`src/verilog/mlbm_pkg.sv`:
```
// Package for the multi-layer bus matrix: indices, map, access table, carriers
package mlbm_pkg;
    localparam int NUM_MASTERS = 5;
    localparam int NUM_SLAVES  = 10;
    localparam int MIDX_W      = 3;
    localparam int SIDX_W      = 4;
    localparam int ADDR_W      = 32;
    localparam int DATA_W      = 32;

    localparam logic [MIDX_W-1:0] M_CORE_ID  = 3'h0;
    localparam logic [MIDX_W-1:0] M_CORE_SYS = 3'h1;
    localparam logic [MIDX_W-1:0] M_PER_DMA  = 3'h2;
    localparam logic [MIDX_W-1:0] M_USB_DMA  = 3'h3;
    localparam logic [MIDX_W-1:0] M_GEN_DMA  = 3'h4;

    localparam logic [SIDX_W-1:0] S_SRAM_BANK_ZERO = 4'h0;
    localparam logic [SIDX_W-1:0] S_SRAM_BANK_ONE  = 4'h1;
    localparam logic [SIDX_W-1:0] S_ROM            = 4'h2;
    localparam logic [SIDX_W-1:0] S_FLASH0         = 4'h3;
    localparam logic [SIDX_W-1:0] S_FLASH1         = 4'h4;
    localparam logic [SIDX_W-1:0] S_USB_DUAL_PORT_RAM = 4'h5;
    localparam logic [SIDX_W-1:0] S_NAND_RAM       = 4'h6;
    localparam logic [SIDX_W-1:0] S_EXT_BUS        = 4'h7;
    localparam logic [SIDX_W-1:0] S_LS_BRIDGE      = 4'h8;
    localparam logic [SIDX_W-1:0] S_HS_BRIDGE      = 4'h9;
    localparam logic [SIDX_W-1:0] S_NONE           = 4'hF;

    // Region base and mask per slave (hit when (addr & mask) == base)
    localparam logic [ADDR_W-1:0] BASE [NUM_SLAVES] = '{
        32'h2000_0000, 32'h2008_0000, 32'h0018_0000, 32'h0008_0000,
        32'h0010_0000, 32'h2000_0000 | 32'h0060_0000, 32'h2010_0000,
        32'h6000_0000, 32'h400E_0000, 32'h4000_0000};
    localparam logic [ADDR_W-1:0] MASK [NUM_SLAVES] = '{
        32'hFFF8_0000, 32'hFFF8_0000, 32'hFFF8_0000, 32'hFFF8_0000,
        32'hFFF8_0000, 32'hFFF8_0000, 32'hFFF8_0000,
        32'hF000_0000, 32'hFFFE_0000, 32'hFFFE_0000};

    // Wired paths: bit m of entry s set when master m reaches slave s
    localparam logic [NUM_MASTERS-1:0] WIRED [NUM_SLAVES] = '{
        5'h1E, 5'h1E, 5'h1D, 5'h01, 5'h01,
        5'h02, 5'h1E, 5'h1E, 5'h06, 5'h06};

    typedef struct packed {
        logic              valid;
        logic              write;
        logic [ADDR_W-1:0] addr;
        logic [DATA_W-1:0] wdata;
    } mlbm_req_s;

    typedef struct packed {
        logic              done;
        logic              error;
        logic [DATA_W-1:0] rdata;
    } mlbm_rsp_s;
endpackage

```
`src/verilog/mlbm_arbiter.sv`:
```
// Per-slave round-robin arbiter holding its grant until the transfer ends
`timescale 1ns/1ps
`default_nettype none
module mlbm_arbiter #(
    parameter int N = 5
) (
    input  wire logic         ref_clk,
    input  wire logic         rst,
    input  wire logic [N-1:0] req,
    input  wire logic         xfer_done,
    output logic      [N-1:0] grant,
    output logic              busy
);
    logic [N-1:0] grant_ff;
    logic [N-1:0] last_ff;
    logic [N-1:0] nxt_grant;

    // One-cycle search: wider rings would stretch the combinational path
    if (N < 2 || N > 8) begin : g_bad_n
        $error("mlbm_arbiter: N out of range");
    end

    // Search starts one past the last winner so no master starves
    always_comb begin
        logic [2*N-1:0] dbl;
        logic [N-1:0]   pick;
        dbl  = {req, req};
        pick = '0;
        for (int k = 1; k <= N; k++) begin
            for (int i = 0; i < N; i++) begin
                if (last_ff[i] && dbl[i+k] && pick == '0) begin
                    pick = N'(1) << ((i + k) % N);
                end
            end
        end
        nxt_grant = (req != '0) ? pick : '0;
    end

    always_ff @(posedge ref_clk) begin
        if (rst) begin
            grant_ff <= '0;
            last_ff  <= N'(1) << (N - 1);
        end else if (grant_ff == '0 || xfer_done) begin
            grant_ff <= xfer_done ? '0 : nxt_grant;
            if (!xfer_done && nxt_grant != '0) last_ff <= nxt_grant;
        end
    end

    assign grant = grant_ff;
    assign busy  = grant_ff != '0;
endmodule
`default_nettype wire

```
`src/verilog/mlbm_matrix.sv`:
```
// Multi-layer bus matrix top: per-master decode, per-slave arbitration
//
// Functional notes
// - Five masters may each complete transfers concurrently to different slaves.
// - Each master has its own decoder and its own request path.
// - All decoders share one address map.
// - Ten slaves, each with a separate arbiter.
// - Masters: core I/D, core system, peripheral DMA, USB DMA, general DMA.
// - Slaves: SRAMs, ROM, flashes, USB RAM, NAND RAM, ext bus, bridges.
// - Low and high speed bridges are distinct slaves, usable concurrently.
// - High speed bridge hosts only serial interface, serial ctrl, card host.
// - Peripherals with peripheral DMA channels are not served by general DMA.
// - High speed bridge peripherals move data through peripheral DMA.
// - Both bridges run on the single master clock.
// - Meaningless master to slave paths are not wired.
`timescale 1ns/1ps
`default_nettype none
module mlbm_matrix
    import mlbm_pkg::*;
(
    input  wire logic                ref_clk,
    input  wire logic                rst,
    input  wire mlbm_pkg::mlbm_req_s m_req   [mlbm_pkg::NUM_MASTERS],
    output mlbm_pkg::mlbm_rsp_s      m_rsp   [mlbm_pkg::NUM_MASTERS],
    output mlbm_pkg::mlbm_req_s      s_req   [mlbm_pkg::NUM_SLAVES],
    output logic [mlbm_pkg::MIDX_W-1:0] s_master [mlbm_pkg::NUM_SLAVES],
    input  wire mlbm_pkg::mlbm_rsp_s s_rsp   [mlbm_pkg::NUM_SLAVES]
);
    import mlbm_pkg::*;

    logic [SIDX_W-1:0]      dec_slave [NUM_MASTERS];
    logic [NUM_MASTERS-1:0] hit_ok;
    logic [NUM_MASTERS-1:0] err_pulse;
    logic [NUM_SLAVES-1:0]  region_hit [NUM_MASTERS];
    logic [NUM_MASTERS-1:0] req_v [NUM_SLAVES];
    logic [NUM_MASTERS-1:0] gnt   [NUM_SLAVES];

    // Error responder per master: answers one cycle after an unmapped request
    typedef enum logic [0:0] {
        ERR_IDLE   = 1'b0,
        ERR_ANSWER = 1'b1
    } mlbm_err_e;
    mlbm_err_e              err_state_ff [NUM_MASTERS];

    // One decoder per master, all from the same table
    for (genvar m = 0; m < NUM_MASTERS; m++) begin : g_dec
        // One comparator per region; the map keeps regions disjoint
        for (genvar r = 0; r < NUM_SLAVES; r++) begin : g_cmp
            assign region_hit[m][r] =
                (m_req[m].addr & MASK[r]) == BASE[r];
        end

        // Lowest index wins should a future map ever overlap
        always_comb begin
            dec_slave[m] = S_NONE;
            for (int s = NUM_SLAVES - 1; s >= 0; s--) begin
                if (region_hit[m][s]) begin
                    dec_slave[m] = SIDX_W'(s);
                end
            end
        end

        // Unwired path treated as unmapped so the master is answered
        assign hit_ok[m] = (dec_slave[m] != S_NONE) &&
                           WIRED[dec_slave[m]][m];

        // Error answered one cycle later as a one-cycle done pulse;
        // a master that keeps valid up sees it every other cycle
        always_ff @(posedge ref_clk) begin
            if (rst) begin
                err_state_ff[m] <= ERR_IDLE;
            end else begin
                unique case (err_state_ff[m])
                    ERR_IDLE: begin
                        if (m_req[m].valid && !hit_ok[m]) begin
                            err_state_ff[m] <= ERR_ANSWER;
                        end
                    end
                    ERR_ANSWER: begin
                        err_state_ff[m] <= ERR_IDLE;
                    end
                endcase
            end
        end
        assign err_pulse[m] = err_state_ff[m] == ERR_ANSWER;
    end

    // One arbiter per slave, fed only by wired masters
    for (genvar s = 0; s < NUM_SLAVES; s++) begin : g_slv
        for (genvar m = 0; m < NUM_MASTERS; m++) begin : g_rq
            assign req_v[s][m] = m_req[m].valid && hit_ok[m] &&
                                 dec_slave[m] == SIDX_W'(s);
        end

        mlbm_arbiter #(.N(NUM_MASTERS)) u_arb (
            .ref_clk   (ref_clk),
            .rst       (rst),
            .req       (req_v[s]),
            .xfer_done (s_rsp[s].done),
            .grant     (gnt[s]),
            .busy      ()
        );

        always_comb begin
            s_req[s]    = '0;
            s_master[s] = '0;
            for (int m = 0; m < NUM_MASTERS; m++) begin
                if (gnt[s][m]) begin
                    s_req[s]    = m_req[m];
                    s_req[s].valid = m_req[m].valid;
                    s_master[s] = MIDX_W'(m);
                end
            end
        end
    end

    // Response routing: each master sees only the slave granting it
    for (genvar m = 0; m < NUM_MASTERS; m++) begin : g_rsp
        always_comb begin
            m_rsp[m] = '0;
            for (int s = 0; s < NUM_SLAVES; s++) begin
                if (gnt[s][m]) begin
                    m_rsp[m] = s_rsp[s];
                end
            end
            if (err_pulse[m]) begin
                m_rsp[m].done  = 1'b1;
                m_rsp[m].error = 1'b1;
            end
        end
    end
    // Elaboration checks: a broken table would misroute without a trace
    if (NUM_MASTERS > (1 << MIDX_W)) begin : g_bad_midx
        $error("mlbm_matrix: master index field too narrow");
    end

    if (NUM_SLAVES > (1 << SIDX_W) - 1) begin : g_bad_sidx
        $error("mlbm_matrix: no spare slave code for unmapped");
    end

    // Distinct bridge slaves, each with its own arbiter, run at once;
    // all logic is on ref_clk, the master clock, so no crossing exists.
    if (S_LS_BRIDGE == S_HS_BRIDGE) begin : g_one_bridge
        $error("mlbm_matrix: bridges must be separate slaves");
    end

    // Channel owners sit behind the low speed bridge, out of general DMA
    if (WIRED[S_LS_BRIDGE][M_GEN_DMA]) begin : g_dma_ls
        $error("mlbm_matrix: general DMA wired to low speed bridge");
    end

    for (genvar s = 0; s < NUM_SLAVES; s++) begin : g_map_chk
        if ((BASE[s] & ~MASK[s]) != '0) begin : g_unaligned
            $error("mlbm_matrix: region base not aligned to its mask");
        end
        if (WIRED[s] == '0) begin : g_unreached
            $error("mlbm_matrix: slave wired to no master");
        end
        // Instruction port only fetches from ROM and flash
        if (WIRED[s][M_CORE_ID] && s != S_ROM &&
            s != S_FLASH0 && s != S_FLASH1) begin : g_core_id
            $error("mlbm_matrix: instruction port wired past code");
        end
        if (WIRED[s][M_USB_DMA] &&
            (s == S_LS_BRIDGE || s == S_HS_BRIDGE)) begin : g_usb_br
            $error("mlbm_matrix: USB DMA wired to a bridge");
        end
        for (genvar t = s + 1; t < NUM_SLAVES; t++) begin : g_pair
            if (((BASE[s] ^ BASE[t]) & MASK[s] & MASK[t]) == '0) begin : g_ovl
                $error("mlbm_matrix: two regions overlap");
            end
        end
    end

    // Which peripheral sits behind which bridge, and which DMA moves its
    // data, is settled behind the bridges; the matrix keeps the paths.
    // Index assignment follows the package constants.
endmodule
`default_nettype wire

```
`config.mk`:
```
export PLATFORM = sky130hd
export DESIGN_NAME = mlbm_matrix
export DESIGN_NICKNAME = d
export VERILOG_FILES = /design/src/verilog/mlbm_pkg.sv /design/src/verilog/mlbm_arbiter.sv /design/src/verilog/mlbm_matrix.sv
export SDC_FILE = /design/constraint.sdc
export NUM_CORES = 2
export LEC_CHECK = 0
export BUFFER_PORTS_ARGS = -buffer_cell sky130_fd_sc_hd__buf_4
export CAP_MARGIN = 20
export CORE_AREA = 2 2 595 597
export DETAILED_ROUTE_END_ITERATION = 10
export DIE_AREA = 0 0 597 599
export GPL_TIMING_DRIVEN = 0
export HOLD_SLACK_MARGIN = 0.15
export PLACE_DENSITY = 0.3
export SETUP_SLACK_MARGIN = 0.2
export SLEW_MARGIN = 10
export SYNTH_ARGS = -nofsm -noshare
export SYNTH_HDL_FRONTEND = slang
export SYNTH_SLANG_ARGS = --single-unit
```
`constraint.sdc`:
```
create_clock -name ref_clk -period 4.65 [get_ports ref_clk]
set_input_delay 0.2325 -clock ref_clk [delete_from_list [all_inputs] [get_ports ref_clk]]
set_output_delay 0.2325 -clock ref_clk [all_outputs]
set_load 0.01 [all_outputs]
```
==> flow_metrics.tcl <==
set metrics [dict create \
    status "finished with violations" \
    failed_checks "setup timing" \
    whs_ps 211 \
    root_buffer "clkbuf_16" \
    start_kind "register" \
    path_cells "clkbuf_2, clkbuf_2, buf_16, clkdlybuf4s15_1, mux2i_1, o21ai_0, buf_4" \
    insertion_delay_ps 400 \
    hp-class "input port to register" \
    max_freq_mhz 213 \
    async_flop_share 0 \
    ant_nets 0 \
    wl_per_cell_um 46.5 \
    fp.dieH_um 599 \
    drv_cap 0 \
    grt_pass1_vias 74955 \
    intPower_mw 1.69 \
    finalCritPeriodShare 1.01 \
    dp_hpwl_um 558000 \
    clkTransAtPathRegs_ps 100 \
    routed_wl_um 660000 \
    start_util 0.130 \
    dp.cells 14047 \
    reg2reg_slack_ps 740 \
    fin_crit_ps 4700 \
    cts.sinks 105 \
    net-switching-power_mw 1.88 \
    crit_type "register to output pin" \
    leakagePower_nw 22.2 \
    vias 81474 \
    power.share.combinational 0.512 \
    gr-total-overflow 0 \
    drc 0 \
    synth_edf_count 4 \
    drt_pass1_iterations 6 \
    finalSetupViolCount 3 \
    required_ps 4420 \
    syn-instance-count 8064 \
    seqPwrFrac 0.257 \
    critPathBufInv 5 \
    coreArea_um2 351000 \
    cts_tree "yes" \
    via_per_inst 5.73 \
    cp_common_cell "clkbuf_2" \
    synth_seq_cells 105 \
    core.rowCount 218 \
    synth_top_flop_cell "dfxtp_1" \
    clockPowerShare 0.231 \
    drive_above_1_share 0.184 \
    grt_pass1_wl_um 823000 \
    stdcell_count 14207 \
    grt_max_degree 20 \
    place.gp.congestion 0.992 \
    area_growth_pct 40.1 \
    cp-end-kind "output pin" \
    finalPower_mw 3.56 \
    gr-usage-all-layers 0.349 \
    slew_viol_final 0 \
    portBuffers 1266 \
    fin_nets 10117 \
    synth_warnings 0 \
    grt_setup_unrepaired "yes" \
    relSlewSlack 0.149 \
    power_density_nw_per_um2 55.6 \
    yosysSeqAreaShare 0.0468 \
    cpPeakStageDelay_ps 890 \
    synth_nets 8736 \
    avgSynthCellArea_um2 5.67 \
    worst_pin_slew_ps 1260 \
    path_delay_family "buffers and inverters" \
    ir_worst_vdd_v 0.000185 \
    worstPathArrival_ps 4470 \
    switching_share 0.527 \
    timing.critical_path.slowest_stage_cell "o21ai_0" \
    synth_cell_type_count 88 \
    finalHoldViolCount 0 \
    cts_buffers 9 \
    fin_skew_ps 18.8 \
    htree_levels 3 \
    initialDrtViolationCount 11933 \
    setup_slack_ps -53.8 \
    io_pins 1532 \
    synth_area_um2 45800 \
    final_cell_mix "buf_4, nand2_1, o21ai_0" \
    path_max_fanout 10 \
    die-area_um2 358000 \
    die_width_um 597 \
    mostFrequentLayoutCell "buf_4" \
    antenna_found_initial 300 \
    clock_path_buffers 2 \
]
-- per-layer routing --
layer / GRT usage / wire length [um] / vias up
met4: 0.260 / 58600 / 106
met1: 0.397 / 245000 / 40925
li1: - / - / 32995
met5: 0 / 686 / -
met3: 0.0904 / 60100 / 1304
met2: 0.562 / 296000 / 6144
-- sequential cells by signal, indices dropped and copies added (netlist names) --
| signal | cells |
|---|---|
| g_slv.u_arb.last_ff | 50 |
| g_slv.u_arb.grant | 50 |
| err_state_ff | 5 |
-- cells in the mapped netlist, types with 11 or more instances --
| cell type | number | area (um2) |
|---|---|---|
| mux2i_1 | 339 | 3390 |
| nand2b_1 | 22 | 138 |
| a22oi_1 | 660 | 4950 |
| o2111ai_1 | 16 | 140 |
| nor3_1 | 223 | 1120 |
| and3_1 | 36 | 225 |
| nor2b_1 | 168 | 1050 |
| nor4_1 | 37 | 231 |
| o21a_1 | 14 | 105 |
| and2_1 | 44 | 275 |
| nand2_1 | 1271 | 4770 |
| nand3_1 | 45 | 225 |
| a31oi_1 | 25 | 156 |
| nor2_1 | 991 | 3720 |
| nor4b_1 | 18 | 158 |
| o21ai_0 | 1205 | 6030 |
| inv_1 | 41 | 154 |
| or3_1 | 11 | 68.8 |
| o211ai_1 | 28 | 210 |
| a211oi_1 | 27 | 203 |
| dfxtp_1 | 101 | 2020 |
| a221oi_1 | 834 | 7300 |
| nand4_1 | 29 | 181 |
| o31ai_1 | 13 | 97.6 |
| buf_1 | 292 | 1100 |
| or4_1 | 21 | 158 |
| a21oi_1 | 401 | 2010 |
| clkbuf_1 | 926 | 3480 |
-- worst register-to-register path: cells and delay by family, from the launching register on --
family / cells / cell delay, ps
AO/OA/AOI/OAI: 7 / 2150
AND/OR/NAND/NOR: 4 / 1050
flip-flops: 1 / 570
-- repair_timing --
action / 4_1_cts / 5_1_grt
hold buffers: 0 / 0
resized for setup: 292 / 135
setup endpoints to repair: 576 / 162
pin swaps: 1 / 6
buffers inserted: 0 / 5
-- through the flow --
stage / util / worst slack, ps / setup TNS [ps] / instance area [um2]
final: 0.182 / -53.8 / -87.5 / 64100
after global routing: 0.182 / 124 / 0 / 63900
after CTS: 0.181 / 198 / 0 / 63400
after detailed placement: 0.178 / -827 / -32650 / 62600
after global placement: 0.174 / -3370 / -776350 / 61000
after floorplan: - / 849 / 0 / 45800
-- logic make-up (layout without fill, tap and decap cells) --
logic type	after synthesis	after routing	synth area share
AND/OR/NAND/NOR	2985	2985	0.282
AO/OA/AOI/OAI	3355	3355	0.491
flip-flops	105	105	0.0468
other	0	137	0
multiplexers	340	340	0.0744
buffers and inverters	1279	2665	0.106
-- layout make-up --
class	count	area (um2)
well taps	4620	5780
inverters	47	176
plain buffers	1229	4960
flip-flops and latches	105	2150
clock buffers	9	225
diodes	137	343
fillers	41223	287000
multi-input cells	6680	39400
repair buffers	1373	11000
clock inverters	7	66.3
-- worst paths after layout --
path	start	to	cells past startpoint
worst min register to register	g_slv[5].u_arb.last_ff[4]	g_slv[5].u_arb.last_ff[4]	2
worst max register to register	g_slv[1].u_arb.last_ff[0]	g_slv[1].u_arb.last_ff[1]	11
worst min-delay path	s_rsp[271]	g_slv[2].u_arb.grant[4]	3
worst max-delay path	g_slv[8].u_arb.grant[3]	m_rsp[35]	7
-- power groups by stage --
stage,registers [mW],logic [mW],clock network (mW)
final,0.916,1.82,0.824
after global routing,0.916,1.83,0.859
after CTS,0.915,1.75,0.828
after detailed placement,0.937,1.74,0
after global placement,0.937,1.72,0
after floorplan,0.933,0.516,0
No activity file was read; power rests on OpenSTA's default activity.
